[config.mk]
export PLATFORM = sky130hd
export DESIGN_NAME = essi_top
export DESIGN_NICKNAME = d
export VERILOG_FILES = /design/src/hdl/essi_sync.v /design/src/hdl/essi_filter.v /design/src/hdl/essi_top.v
export VERILOG_INCLUDE_DIRS = /design/src /design/src/hdl
export SDC_FILE = /design/constraint.sdc
export NUM_CORES = 1
export LEC_CHECK = 0
export ABC_CLOCK_PERIOD_IN_PS = 2200
export BUFFER_PORTS_ARGS = -buffer_cell sky130_fd_sc_hd__buf_2
export CAP_MARGIN = 20
export CORE_UTILIZATION = 61
export CTS_BUF_LIST = sky130_fd_sc_hd__clkbuf_8 sky130_fd_sc_hd__clkbuf_16
export DETAILED_ROUTE_END_ITERATION = 8
export PLACE_DENSITY_LB_ADDON = 0.15
export SLEW_MARGIN = 10
export SYNTH_ARGS = -nofsm -noshare
export SYNTH_HDL_FRONTEND = slang
export SYNTH_SLANG_ARGS = --single-unit
[constraint.sdc]
create_clock -name core_clk -period 2.2 [get_ports core_clk]
set_input_delay 0.11 -clock core_clk [delete_from_list [all_inputs] [get_ports core_clk]]
set_output_delay 0.11 -clock core_clk [all_outputs]
set_load 0.02 [all_outputs]
[src/hdl/essi_defines.vh]
// Constants for the external start/stop interlock block
`ifndef ESSI_DEFINES_VH
`define ESSI_DEFINES_VH

// -----------------------------------------------------------------
// Timing
// -----------------------------------------------------------------
`define ESSI_CLK_HZ          50000000
`define ESSI_MIN_CLOSE_US    1000
// 1 ms at 50 MHz, sized to fit the filter counter
`define ESSI_MIN_CLOSE_CYC   16'hC350
`define ESSI_CNT_W           16
// Short glitch filter for the momentary stop closure and the safety loop
`define ESSI_MOMENT_CYC      16'h0004

// -----------------------------------------------------------------
// Control source selection
// -----------------------------------------------------------------
`define ESSI_SRC_W           2
`define ESSI_SRC_PANEL       2'h0
`define ESSI_SRC_HANDHELD    2'h1
`define ESSI_SRC_SIGIO       2'h2

// -----------------------------------------------------------------
// Test states
// -----------------------------------------------------------------
`define ESSI_ST_W            2
`define ESSI_ST_IDLE         2'h0
`define ESSI_ST_READY        2'h1
`define ESSI_ST_RUN          2'h2

// -----------------------------------------------------------------
// Status output bit positions
// -----------------------------------------------------------------
`define ESSI_STAT_W          5
`define ESSI_STAT_READY      0
`define ESSI_STAT_RUN        1
`define ESSI_STAT_PASS       2
`define ESSI_STAT_FAIL       3
`define ESSI_STAT_LOCKOK     4

`endif

[src/hdl/essi_sync.v]
// Two-stage synchroniser for an asynchronous level
`timescale 1ns/1ps
`default_nettype none

module essi_sync (
    // Clock and reset
    input  wire core_clk,
    input  wire reset_n,
    // Data
    input  wire asyncIn,
    output reg  syncOut
);

    reg stage1;

    // -----------------------------------------------------------------
    // Sync chain
    // -----------------------------------------------------------------
    // First stage feeds only the second
    always @(posedge core_clk or negedge reset_n) begin
        if (!reset_n) begin
            stage1  <= 1'b0;
            syncOut <= 1'b0;
        end else begin
            stage1  <= asyncIn;
            syncOut <= stage1;
        end
    end

endmodule

`default_nettype wire

[src/hdl/essi_filter.v]
// Stability filter: level must hold for a set number of cycles
`timescale 1ns/1ps
`default_nettype none
`include "essi_defines.vh"

module essi_filter #(
    parameter [`ESSI_CNT_W-1:0] HOLD_CYC = 16'h0001
) (
    // Clock and reset
    input  wire core_clk,
    input  wire reset_n,
    // Synchronised raw level, high when closed
    input  wire rawIn,
    // Filtered level and its rising pulse
    output reg  stableOut,
    output reg  risePulse
);

    reg [`ESSI_CNT_W-1:0] holdCount;

    // -----------------------------------------------------------------
    // Filter
    // -----------------------------------------------------------------
    // Any return to the stable level restarts the count, so bounce never leaks through
    always @(posedge core_clk or negedge reset_n) begin
        if (!reset_n) begin
            holdCount <= {`ESSI_CNT_W{1'b0}};
            stableOut <= 1'b0;
            risePulse <= 1'b0;
        end else begin
            risePulse <= 1'b0;
            if (rawIn == stableOut) begin
                holdCount <= {`ESSI_CNT_W{1'b0}};
            end else if (holdCount >= HOLD_CYC - 16'h0001) begin
                holdCount <= {`ESSI_CNT_W{1'b0}};
                stableOut <= rawIn;
                risePulse <= rawIn;
            end else begin
                holdCount <= holdCount + 16'h0001;
            end
        end
    end

endmodule

`default_nettype wire

[src/hdl/essi_top.v]
// External start/stop source selection and interlock gating
`timescale 1ns/1ps
`default_nettype none
`include "essi_defines.vh"

module essi_top (
    // Clock and reset
    input  wire                   core_clk,
    input  wire                   reset_n,
    // Settings from the instrument
    input  wire [`ESSI_SRC_W-1:0] controlSource,
    input  wire                   interlockEnable,
    // Front panel buttons, active high, same clock domain
    input  wire                   panelStart,
    input  wire                   panelStop,
    // Handheld terminal contacts, low when closed to common
    input  wire                   handheld_start_in_n,
    input  wire                   handheld_stop_in_n,
    // Signal port contacts, low when closed to common
    input  wire                   portStart_n,
    input  wire                   portStop_n,
    // Safety loop: driven low on loop A, seen low on loop B when shorted
    input  wire                   safety_loop_b,
    output reg                    safety_loop_a,
    // Test engine handshake
    input  wire                   testDone,
    input  wire                   testPass,
    output reg                    testStart,
    output reg                    testAbort,
    // Status lines on the signal port
    output reg  [`ESSI_STAT_W-1:0] statusOut
);

    localparam [`ESSI_CNT_W-1:0] MIN_CYC = `ESSI_MIN_CLOSE_CYC;
    localparam [`ESSI_CNT_W-1:0] MOM_CYC = `ESSI_MOMENT_CYC;

    // -----------------------------------------------------------------
    // Source decode
    // -----------------------------------------------------------------
    function isSrc;
        input [`ESSI_SRC_W-1:0] sel;
        input [`ESSI_SRC_W-1:0] want;
        begin
            isSrc = (sel == want);
        end
    endfunction

    wire [4:0] rawPins;
    wire [4:0] syncPins;
    wire       hhStartOk;
    wire       hhStopOk;
    wire       ptStartOk;
    wire       ptStopHold;
    wire       ptStopMom;
    wire       loopClosed;
    wire       hhStartRise;
    wire       hhStopRise;
    wire       ptStartRise;
    wire       ptStopHoldRise;
    wire       ptStopMomRise;
    wire       loopRise;

    // Contacts close to common, so invert to active high
    assign rawPins = {~safety_loop_b, ~portStop_n, ~portStart_n,
                      ~handheld_stop_in_n, ~handheld_start_in_n};

    // -----------------------------------------------------------------
    // Synchronisers
    // -----------------------------------------------------------------
    // sync every pin
    genvar gi;
    generate
        for (gi = 0; gi < 5; gi = gi + 1) begin : gSync
            essi_sync uSync (
                .core_clk (core_clk),
                .reset_n  (reset_n),
                .asyncIn  (rawPins[gi]),
                .syncOut  (syncPins[gi])
            );
        end
    endgenerate

    // -----------------------------------------------------------------
    // Filters
    // -----------------------------------------------------------------
    // 1 ms start filter
    essi_filter #(.HOLD_CYC(MIN_CYC)) uPtStart (
        .core_clk  (core_clk),
        .reset_n   (reset_n),
        .rawIn     (syncPins[2]),
        .stableOut (ptStartOk),
        .risePulse (ptStartRise)
    );

    essi_filter #(.HOLD_CYC(MIN_CYC)) uPtStopHold (
        .core_clk  (core_clk),
        .reset_n   (reset_n),
        .rawIn     (syncPins[3]),
        .stableOut (ptStopHold),
        .risePulse (ptStopHoldRise)
    );

    essi_filter #(.HOLD_CYC(MOM_CYC)) uPtStopMom (
        .core_clk  (core_clk),
        .reset_n   (reset_n),
        .rawIn     (syncPins[3]),
        .stableOut (ptStopMom),
        .risePulse (ptStopMomRise)
    );

    // handheld contacts use same 1 ms window
    essi_filter #(.HOLD_CYC(MIN_CYC)) uHhStart (
        .core_clk  (core_clk),
        .reset_n   (reset_n),
        .rawIn     (syncPins[0]),
        .stableOut (hhStartOk),
        .risePulse (hhStartRise)
    );

    essi_filter #(.HOLD_CYC(MIN_CYC)) uHhStop (
        .core_clk  (core_clk),
        .reset_n   (reset_n),
        .rawIn     (syncPins[1]),
        .stableOut (hhStopOk),
        .risePulse (hhStopRise)
    );

    // Loop filter keeps a bouncing key from opening the gate
    essi_filter #(.HOLD_CYC(MOM_CYC)) uLoop (
        .core_clk  (core_clk),
        .reset_n   (reset_n),
        .rawIn     (syncPins[4]),
        .stableOut (loopClosed),
        .risePulse (loopRise)
    );

    // -----------------------------------------------------------------
    // Source gating
    // -----------------------------------------------------------------
    wire selPanel = isSrc(controlSource, `ESSI_SRC_PANEL);
    wire selHh    = isSrc(controlSource, `ESSI_SRC_HANDHELD);
    wire selPort  = isSrc(controlSource, `ESSI_SRC_SIGIO);

    reg panelStartQ;
    reg panelStopQ;
    wire panelStartRise = panelStart & ~panelStartQ;
    wire panelStopRise  = panelStop & ~panelStopQ;

    // port acts only when selected; handheld excludes others; panel
    wire startReq = (selPanel & panelStartRise)
                  | (selHh & hhStartRise)
                  | (selPort & ptStartRise);

    // handheld stop only when selected; panel stop always
    wire stopReq  = panelStopRise
                  | (selHh & hhStopRise)
                  | (selPort & ptStopMomRise);

    wire readyReq = (selPort & ptStopHoldRise) | stopReq;

    // loop must be closed; ignored when off
    wire lockOk = ~interlockEnable | loopClosed;

    // -----------------------------------------------------------------
    // Test state machine
    // -----------------------------------------------------------------
    localparam [`ESSI_ST_W-1:0] ST_IDLE  = `ESSI_ST_IDLE;
    localparam [`ESSI_ST_W-1:0] ST_READY = `ESSI_ST_READY;
    localparam [`ESSI_ST_W-1:0] ST_RUN   = `ESSI_ST_RUN;

    reg [`ESSI_ST_W-1:0] state;
    reg [`ESSI_ST_W-1:0] next_state;
    reg                  passFlag;
    reg                  failFlag;

    // Next state; stop has priority over start in the same cycle
    always @* begin
        next_state = state;
        case (state)
            ST_IDLE: begin
                if (readyReq) begin
                    next_state = ST_READY;
                end
            end
            ST_READY: begin
                if (!stopReq && startReq && lockOk) begin
                    next_state = ST_RUN;
                end
            end
            ST_RUN: begin
                if (stopReq || testDone) begin
                    next_state = ST_READY;
                end
            end
            default: begin
                next_state = ST_IDLE;
            end
        endcase
    end

    // State, panel edge capture and engine strobes
    always @(posedge core_clk or negedge reset_n) begin
        if (!reset_n) begin
            state       <= ST_IDLE;
            panelStartQ <= 1'b0;
            panelStopQ  <= 1'b0;
            testStart   <= 1'b0;
            testAbort   <= 1'b0;
            passFlag    <= 1'b0;
            failFlag    <= 1'b0;
        end else begin
            state       <= next_state;
            panelStartQ <= panelStart;
            panelStopQ  <= panelStop;
            testStart   <= (state == ST_READY) && (next_state == ST_RUN);
            testAbort   <= (state == ST_RUN) && stopReq;
            if ((state == ST_READY) && (next_state == ST_RUN)) begin
                passFlag <= 1'b0;
                failFlag <= 1'b0;
            end else if ((state == ST_RUN) && testDone && !stopReq) begin
                passFlag <= testPass;
                failFlag <= ~testPass;
            end
        end
    end

    // -----------------------------------------------------------------
    // Status lines and loop drive
    // -----------------------------------------------------------------
    // registered status outputs
    always @(posedge core_clk or negedge reset_n) begin
        if (!reset_n) begin
            statusOut     <= {`ESSI_STAT_W{1'b0}};
            safety_loop_a <= 1'b0;
        end else begin
            statusOut[`ESSI_STAT_READY]  <= (state == ST_READY);
            statusOut[`ESSI_STAT_RUN]    <= (state == ST_RUN);
            statusOut[`ESSI_STAT_PASS]   <= passFlag;
            statusOut[`ESSI_STAT_FAIL]   <= failFlag;
            statusOut[`ESSI_STAT_LOCKOK] <= lockOk;
            safety_loop_a <= 1'b0;  // Loop A held at common
        end
    end

endmodule

`default_nettype wire

==> results of run 1 <==
## cells by family (layout without fill, tap and decap cells)
| family | Yosys count | in the layout | share of synthesized area, % |
|---|---|---|---|
| adder cells (fa/ha/maj) | 6 | 6 | 1.426 |
| buffers and inverters | 30 | 88 | 2.471 |
| XOR/XNOR | 56 | 56 | 9.316 |
| other | 1 | 29 | 0.07122 |
| AND/OR/NAND/NOR | 215 | 215 | 20.27 |
| flip-flops | 130 | 130 | 61.79 |
| AO/OA/AOI/OAI | 23 | 23 | 3.375 |
| multiplexers | 6 | 6 | 1.283 |
## state kept, by name, indices dropped and copies added (netlist names), 2 cells and up
signal,flops
statusOut,5
uHhStart.holdCount,16
uPtStopHold.holdCount,16
gSync.uSync.syncOut,5
gSync.uSync.stage1,5
state,2
uPtStopMom.holdCount,16
uHhStop.holdCount,16
uLoop.holdCount,16
uPtStart.holdCount,16
## metrics by stage
step                power [mW]  area, sq um  setup slack, ns  cells
floorplan                2.700         5370           0.4604    495
global placement         2.806         5619           0.4171    615
detailed placement       2.816         5619           0.3163    615
CTS                      5.524         6310           0.2261    658
global route             5.681         6310           0.1057    658
finish                   5.463         6310           0.2484    658
## worst max-delay path: stages, from the launching register on
cell	delay (ns)
dfrtp_1	0.39
ha_1	0.27
nand3_1	0.14
a2111oi_1	0.46
or3b_1	0.30
buf_4	0.21
nor2_1	0.07
## power by group
| group | internal [mW] | switching [mW] | total (mW) |
|---|---|---|---|
| Sequential | 2.48 | 0.0512 | 2.54 |
| Clock | 1.72 | 0.957 | 2.67 |
| Combinational | 0.101 | 0.154 | 0.255 |
## layer usage
layer / GRT usage (%) / vias up / share of wire (%)
met2: 38.85 / 78 / 50
met4: 10.86 / 0 / 1.6
met3: 7.407 / 16 / 3.5
met5: 0 / - / 0
met1: 27.81 / 1731 / 44
li1: - / 1727 / -
## layout make-up
class	count	area, sq um
flip-flops and latches	130	3253
fillers	553	1989
multi-input cells	335	1987
clock buffers	21	469.2
repair buffers	38	290.3
well taps	105	131.4
clock inverters	11	111.4
inverters	18	67.56
## what timing repair did
action | CTS | global route
hold endpoints to repair | 138 | 0
resized for setup | 0 | 0
hold buffers | 11 | 0
setup endpoints to repair | 0 | 0
## cells in the final DEF (no fill, tap or decap), types with 2 or more instances in the layout
cell type / n
a2111oi_1: 2
a2111oi_2: 2
a21oi_1: 4
a31oi_1: 4
and3_1: 7
buf_12: 2
buf_2: 19
buf_4: 6
bufinv_16: 2
clkbuf_16: 16
clkbuf_8: 5
clkinv_2: 4
clkinvlp_4: 2
conb_1: 29
dfrtp_1: 130
dlygate4sd3_1: 11
ha_1: 6
inv_1: 20
mux2_2: 6
nand2_1: 22
nand3_1: 19
nand4_1: 12
nor2_1: 86
nor2b_1: 3
nor3_1: 19
nor3b_1: 7
nor4_1: 25
o21ai_0: 3
or3_1: 3
or3b_1: 4
xnor2_1: 45
xor2_1: 11
## worst max path at each step
stage                                         to  depth (start not counted)  slack, ns
after floorplan           uPtStart.holdCount[10]                          7       0.46
after global placement     uHhStop.holdCount[15]                          6       0.42
after detailed placement   uHhStop.holdCount[11]                          6       0.32
after CTS                  uHhStop.holdCount[15]                          6       0.23
after global routing       uHhStop.holdCount[15]                          6       0.11
final                      uHhStop.holdCount[15]                          6       0.25
==> metrics.md, run 1 <==
| Metric | Value |
|---|---|
| Status | `completed` |
| EDFF count, synth | `0` |
| Top-count cell post-synth | `dfrtp_1` |
| Leak Pwr | `2.776 nW` |
| Final wirelength | `9.011 mm` |
| Die width | `94.91 um` |
| CP endpoint kind | `flip-flop` |
| WS Path Type | `flip-flop to flip-flop` |
| Worst reg2reg path depth | `6` |
| Post-synthesis instance total | `between 400 and 500` |
| Die ar. | `9007 sq um` |
| Site Rows | `33` |
| Area grow syn2layout | `19.84%` |
| Post-synth top cells | `dfrtp_1, nor2_1, xnor2_1` |
| Power per cell area | `865.7 nW/um^2` |
| Yosys warnings | `0` |
| Routed vias | `3552` |
| Mapped Area | `5265 sq um` |
| Post-CTS setup buffer count | `0` |
| Yosys cell types | `42` |
| Num ports | `22` |
| Peak VDD IR | `a little over 700 uV` |
| Worst R2R End | `uHhStop.holdCount[15]` |
| Hold crit path type | `input pin to async pin` |
| Crit path DAT | `2.34 ns` |
| Fin nets | `560` |
| Worst setup path startpoint | `uHhStop.holdCount[0]` |
| R2R Setup Slk | `0.25 ns` |
| Async S/R FF share, synth | `100.0%` |
| Number of port buffers | `20` |
| Final period util | `88.71%` |
| Avg Cell Area, Syn | `about 11 sq um` |
| Starting density of the core | `63.44%` |
| Initial antenna violation count | `0` |
| Relative slew margins | `52.78%` |
| Fmax | `0.5124 GHz` |
| Setup TNS | `0 ns` |
| Area leader, netlist | `dfrtp_1` |
| Initial DRC Count | `237` |
| # DRC | `0` |
| Die height | `94.91 um` |
| Final hold vios | `0` |
| Crit path required time | `2.59 ns` |
| Clk_skew | `0.006172 ns` |
| # setup viols final | `0` |
| Clock latency at the later pin of the worst-skew pair | `0.51 ns` |
| Largest net degree at the start of global routing | `52` |
| Root Driver | `clkbuf_8` |
| H-tree levels | `4` |
| Reg2reg start | `uHhStop.holdCount[0]` |
| RSZ-0062 raised after global routing | `false` |
| First-pass GRT wire length | `15.79 mm` |
| Max-slew violations | `0` |
| Placeable Area | `between 8000 and 9000 sq um` |
| Worst setup SP type | `flip-flop` |
| TritonCTS Buffers | `17` |
| 1st-pass router iterations | `5` |
| Max Cap Viol | `0` |
| Clock Sinks | `130` |
| Fraction of layout cells with a size suffix above 1 | `12.48%` |
| Vias in the first global route | `~3600` |
| Via density | `5.398` |
| Crit-path max FO | `9` |
| Post-route ant nets | `0` |
| Register area share after synthesis | `61.79%` |
| Synth Flop Type | `dfrtp_1` |
| Global-route usage over all layers | `about a quarter` |
| Drt wl/cell | `13.69 um` |
| DP HPWL | `5.704 mm` |
| N_diodes | `0` |
| Final core occ | `76.03%` |
| Hold_ws | `0.1097 ns` |
| Worst-Margin Slew | `0.7083 ns` |
| CTS tree | `built` |
| Clock Path Buffers | `2` |
| Period minus WS final | `1.952 ns` |
| Gpl congestion | `0.8631` |
| Area contributors post-synth | `dfrtp_1, xnor2_1, nor2_1` |
| Synth top area share | `61.79%` |
| Gr ovfl total | `0` |
| Worst-path clk slew | `0.06 ns` |
| Yosys reg bits | `130` |
Power figures use the tool's default switching activity.
==> run 2: changes to the inputs <==
- CORE_ASPECT_RATIO: unset -> 0.5
==> metrics.md, run 2 (same netlist as run 1, synthesis figures left out) <==
| Metric | Value |
|---|---|
| Status | `completed` |
| Site Rows | `23` |
| Period minus WS final | `1.825 ns` |
| Drt wl/cell | `13.66 um` |
| Fmax | `0.5480 GHz` |
| Die height | `67.70 um` |
| Number of port buffers | `20` |
| Final hold vios | `0` |
| Final Non-Filler Cells | `669` |
| Area grow syn2layout | `20.70%` |
| First-pass GRT wire length | `between 15 and 20 mm` |
| Clock Path Buffers | `2` |
| Post-route ant nets | `0` |
| Die ar. | `around 9000 sq um` |
| Crit-path max FO | `4` |
| Crit path required time | `2.49 ns` |
| Largest net degree at the start of global routing | `54` |
| Vias in the first global route | `approximately 3500` |
| Peak VDD IR | `599.0 uV` |
| Fin nets | `564` |
| Max Cap Viol | `0` |
| Die width | `133.4 um` |
| Clock Sinks | `130` |
| Initial antenna violation count | `0` |
| Num ports | `22` |
| Placeable Area | `between 8000 and 9000 sq um` |
| Final period util | `82.95%` |
| Via density | `5.245` |
| # setup viols final | `0` |
| Gpl congestion | `0.8780` |
| Fraction of layout cells with a size suffix above 1 | `13.46%` |
| Worst-path clk slew | `~0.060 ns` |
| CP Cell Sequence | `ha_1, nand3_1, a2111oi_1, nor2_1, mux2_2` |
| Relative slew margins | `46.08%` |
| Max stage delay cell, worst path | `a2111oi_1` |
| Max-slew violations | `0` |
| 1st-pass router iterations | `4` |
| TritonCTS Buffers | `17` |
| Worst-Margin Slew | `0.8014 ns` |
| Crit path DAT | `2.11 ns` |
| Final wirelength | `9.137 mm` |
| CP endpoint kind | `flip-flop` |
| Most frequent cells in the layout | `dfrtp_1, nor2_1, xnor2_1` |
| H-tree levels | `4` |
| Root Driver | `clkbuf_16` |
| Power per cell area | `887.6 nW/um^2` |
| Commonest non-fill, non-tap cell in the layout | `dfrtp_1` |
| Setup TNS | `0 ns` |
| # DRC | `0` |
| Post-placement cell count | `around 630` |
| R2R Setup Slk | `0.38 ns` |
| Routed vias | `3509` |
| Total power draw | `5.641 mW` |
| Hold crit path type | `input pin to flip-flop` |
| Leak Pwr | `2.779 nW` |
| DP HPWL | `5.926 mm` |
| Clk_skew | `0.006967 ns` |
| Post-CTS setup buffer count | `0` |
| Starting density of the core | `64.42%` |
| Initial DRC Count | `189` |
| Worst setup SP type | `flip-flop` |
| WS Path Type | `flip-flop to flip-flop` |
| CTS tree | `built` |
| Global-route usage over all layers | `23.44%` |
| N_diodes | `0` |
| RSZ-0062 raised after global routing | `false` |
| Gr ovfl total | `0` |
| Peak per-stage delay on the critical path | `0.45 ns` |
| Clock latency at the later pin of the worst-skew pair | `0.40 ns` |
[run 2: path summary, 6_finish.rpt]
check	start	endpoint	depth (start not counted)
worst max-delay path	uHhStop.holdCount[0]	uHhStop.stableOut	5
worst min-delay path	testDone	state[0]	3
min in group asynchronous	reset_n	uHhStop.holdCount[10]	2
worst max register to register	uHhStop.holdCount[0]	uHhStop.stableOut	5
worst min register to register	gSync[4].uSync.stage1	gSync[4].uSync.syncOut	0
max in group asynchronous	reset_n	gSync[4].uSync.syncOut	3
[run 2: timing repair]
action	in CTS	in global routing
gates resized for setup	0	0
hold buffers	10	0
endpoints found under the hold margin	57	0
[run 2: report_power, final]
part / total [mW] / leakage (nW) / internal, mW / switching (mW)
combinational: 0.255 / 0.798 / 0.101 / 0.154
sequential: 2.54 / 1.70 / 2.48 / 0.0563
clock: 2.85 / 0.285 / 1.84 / 1.01
total: 5.64 / 2.78 / 4.42 / 1.22
[run 2: metal layers]
metal / up-vias / global-route usage, % / share of wire (%)
met5: - / 0 / 0
met1: 1703 / 29.74 / 47
met4: 0 / 9.517 / 1.5
met2: 68 / 38.93 / 47
li1: 1726 / - / -
met3: 12 / 6.607 / 3.9
[run 2: stage by stage]
| step | hold slack (ns) | util (%) | setup slack [ns] | area, sq um |
|---|---|---|---|---|
| global placement | 0.1706 | 69.01 | 0.4590 | 5640 |
| detailed placement | 0.1801 | 69.01 | 0.3987 | 5640 |
| global route | 0.06419 | 77.76 | 0.1683 | 6355 |
| CTS | 0.04789 | 77.76 | 0.3943 | 6355 |
| finish | 0.06101 | 77.76 | 0.3752 | 6355 |
| floorplan | -0.1856 | - | 0.4604 | 5370 |
[run 2: final cells by class]
class	instances	area [sq um]
Clock buffer	19	452.9
Clock inverter	13	161.4
Fill cell	526	1818
Inverter	18	67.56
Multi-Input combinational cell	335	1987
Sequential cell	130	3253
Tap cell	112	140.1
Timing Repair Buffer	42	292.8
[run 2: critical path, delay by kind of cell (launching register included)]
kind | cells | cell delay (ns)
compound gates | 1 | 0.45
fa+ha+maj | 1 | 0.27
flops | 1 | 0.41
mux | 1 | 0.29
simple gates | 2 | 0.29
==> run 3: changes to the inputs <==
- ABC_AREA: unset -> 1
- ABC_CLOCK_PERIOD_IN_PS: 2200 -> 1500
- CORE_UTILIZATION: 61 -> 56
- clock period: 2.2 -> 1.5 ns (I/O delays scaled with it)
==> metrics.md, run 3 <==
| Metric | Value |
|---|---|
| Commonest non-fill, non-tap cell in the layout | `nand2_1` |
| Number of port buffers | `20` |
| Initial DRC Count | `243` |
| Combinational share of power | `6.0%` |
| CP endpoint kind | `flip-flop` |
| Clk_skew | `0.006624 ns` |
| Yosys cell types | `30` |
| Peak VDD IR | `723.2 uV` |
| First-pass GRT wire length | `18.07 mm` |
| Internal power | `6.533 mW` |
| Place WS | `-0.02351 ns` |
| Area grow syn2layout | `24.27%` |
| Synth Flop Type | `dfrtp_1` |
| Leak Pwr | `approximately 3.4 nW` |
| Die ar. | `11070 sq um` |
| Max-slew violations | `0` |
| Via density | `4.842` |
| Final hold vios | `0` |
| Post-route setup slack | `0.05647 ns` |
| Seq pwr share | `43.8%` |
| Post-synth top cells | `nand2_1, dfrtp_1, nor2_1` |
| Async S/R FF share, synth | `100.0%` |
| Hold_ws | `0.04296 ns` |
| Worst-Margin Slew | `between 0.5 and 0.6 ns` |
| Worst setup SP type | `flip-flop` |
| Post-route ant nets | `0` |
| R2R Setup Slk | `0.06 ns` |
| TritonCTS Buffers | `17` |
| CP bufs+invs | `1` |
| Register area share after synthesis | `around 55%` |
| RSZ-0062 raised after global routing | `true` |
| Num ports | `22` |
| Final period util | `between 90% and 100%` |
| Largest delay share family, worst path | `simple AND/OR/NAND/NOR gates` |
| Relative slew margins | `65.54%` |
| Top-count cell post-synth | `nand2_1` |
| Area leader, netlist | `dfrtp_1` |
| Clock Path Buffers | `2` |
| # fillers | `743` |
| Starting density of the core | `approximately 58%` |
| Area contributors post-synth | `dfrtp_1, nand2_1, nor2_1` |
| Placed cell areas | `6395 sq um` |
| Fin nets | `773` |
| # setup viols final | `0` |
| Placeable Area | `10280 sq um` |
| Worst R2R End | `uHhStop.holdCount[2]` |
| EDFF count, synth | `0` |
| Multi-input logic area | `2631 sq um` |
| Initial antenna violation count | `0` |
| Fmax | `0.6927 GHz` |
| # DRC | `0` |
| Final wirelength | `11.12 mm` |
| Clock latency at the later pin of the worst-skew pair | `0.42 ns` |
| 1st-pass router iterations | `5` |
| Post-Layout Inst Area | `7400 sq um` |
| FF+latch area | `3253 sq um` |
| Root Driver | `clkbuf_16` |
| Switching Fraction | `23.38%` |
| Worst-path clk slew | `0.06 ns` |
| WS Path Type | `flip-flop to flip-flop` |
| Post-synthesis instance total | `659` |
| Hold crit path type | `input pin to async pin` |
| N_diodes | `0` |
| Site Rows | `26` |
| Max Cap Viol | `0` |
| Gr ovfl total | `0` |
| Max stage delay cell, worst path | `dfrtp_1` |
| Yosys reg bits | `130` |
| Avg Cell Area, Syn | `9.036 sq um` |
| Crit-path max FO | `6` |
| Gpl congestion | `0.8744` |
| Fraction of layout cells with a size suffix above 1 | `between 20% and 30%` |
| Synth top area share | `54.63%` |
| Crit path required time | `1.85 ns` |
| Clock Sinks | `130` |
| Die width | `147.8 um` |
| Routed vias | `about 4400` |
| Most used cell, CP | `nand2_2` |
| Vias in the first global route | `around 4100` |
| Global-route usage over all layers | `21.07%` |
| Worst reg2reg path depth | `9` |
| Reg2reg start | `uHhStop.holdCount[1]` |
| Psw | `1.994 mW` |
| H-tree levels | `4` |
| Drt wl/cell | `12.27 um` |
| Most frequent cells in the layout | `nand2_1, dfrtp_1, nor2_1` |
| Crit path DAT | `1.79 ns` |
| CTS tree | `built` |
| DP HPWL | `roughly 7 mm` |
| Period minus WS final | `1.444 ns` |
| CP Cell Sequence | `ha_2, nand3_2, nand2_2, nand2_1, nand3_1, nand2_2, nand3_4, clkbuf_16, nor2_1` |
| Power per cell area | `1152 nW/um^2` |
| Status | `completed` |
| Peak per-stage delay on the critical path | `approximately 0.38 ns` |
| Largest net degree at the start of global routing | `61` |
| Clock power frac | `about half` |
| Die height | `about 75 um` |
| Mapped Area | `about 6000 sq um` |
| Yosys warnings | `0` |
run 3: cell types whose count changed in the layout (fill, tap and decap cells not counted), sizes merged, moves of 5 or more:
cell,change
nor2,+51
nor4,-24
o21ai,+5
inv,+63
and3,-7
nand3,+41
mux2,-6
buf,+6
nor3b,-6
xor2,+14
nand2,+129
xnor2,-36
run 3: how the worst max path moves through the flow:
stage	start	end	slack [ns]	cells past startpoint
final	uHhStop.holdCount[1]	uHhStop.holdCount[2]	0.06	9
after global routing	uHhStop.holdCount[8]	uHhStop.holdCount[9]	-0.03	6
after detailed placement	uPtStart.holdCount[0]	uPtStart.holdCount[4]	-0.02	8
after global placement	uPtStart.holdCount[0]	uPtStart.holdCount[0]	0.05	8
after CTS	uHhStart.holdCount[0]	uHhStart.holdCount[3]	-0.03	8
after floorplan	uPtStopHold.holdCount[0]	uPtStopHold.holdCount[10]	0.08	9
run 3: kinds of logic after synthesis:
group | after synthesis | synth area share, %
compound gates | 18 | 2.648
flops | 130 | 54.63
simple gates | 385 | 30.45
fa+ha+maj | 6 | 1.261
xor+xnor | 34 | 5.001
buf+inv | 85 | 5.947
other cells | 1 | 0.06298
run 3: layout make-up:
cell class / instances / share of cell area [%]
inverter: 79 / 4.007
multi-input combinational: 475 / 35.56
tap: 140 / 2.367
clock buffer: 18 / 5.935
timing repair buffer: 50 / 5.766
sequential: 130 / 43.96
clock inverter: 14 / 2.401
run 3: worst register-to-register path, cell delays in order, from the launching register on:
cell,delay [ns]
dfrtp_1,0.38
ha_2,0.21
nand3_2,0.10
nand2_2,0.06
nand2_1,0.06
nand3_1,0.08
nand2_2,0.10
nand3_4,0.12
clkbuf_16,0.20
nor2_1,0.08
run 3: repair_timing:
action | CTS | global route
setup buffers | 2 | 4
endpoints found under the setup margin | 17 | 65
cloned | 0 | 4
endpoints found under the hold margin | 141 | 0
hold buffers | 11 | 0
pin swaps | 0 | 12
resized for setup | 0 | 41
run 3: layer usage:
layer  GRT usage [%]  vias to the layer above  share of wire, %
li1                -                     2239                 -
met1           26.81                     2059                47
met2           35.01                       70                48
met3           5.455                       19               3.6
met4           9.278                        0               1.6
met5               0                        -                 0
run 3: power groups by stage:
stage               registers (mW)  clock network [mW]  logic (mW)
global route                  3.76                4.51       0.578
global placement              3.79                   0       0.424
floorplan                     3.83                   0       0.208
detailed placement            3.80                   0       0.433
finish                        3.74                4.28       0.510
CTS                           3.73                4.37       0.471
run 3: per-stage QoR:
| stage | total power, mW | util, % | TNS [ns] | cells |
|---|---|---|---|---|
| global placement | 4.217 | 62.21 | 0 | 853 |
| global route | 8.844 | 71.98 | -0.1578 | 906 |
| finish | 8.527 | 71.98 | 0 | 906 |
| floorplan | 4.040 | - | 0 | 687 |
| detailed placement | 4.230 | 62.21 | -0.07772 | 853 |
| CTS | 8.572 | 69.67 | -0.1795 | 898 |
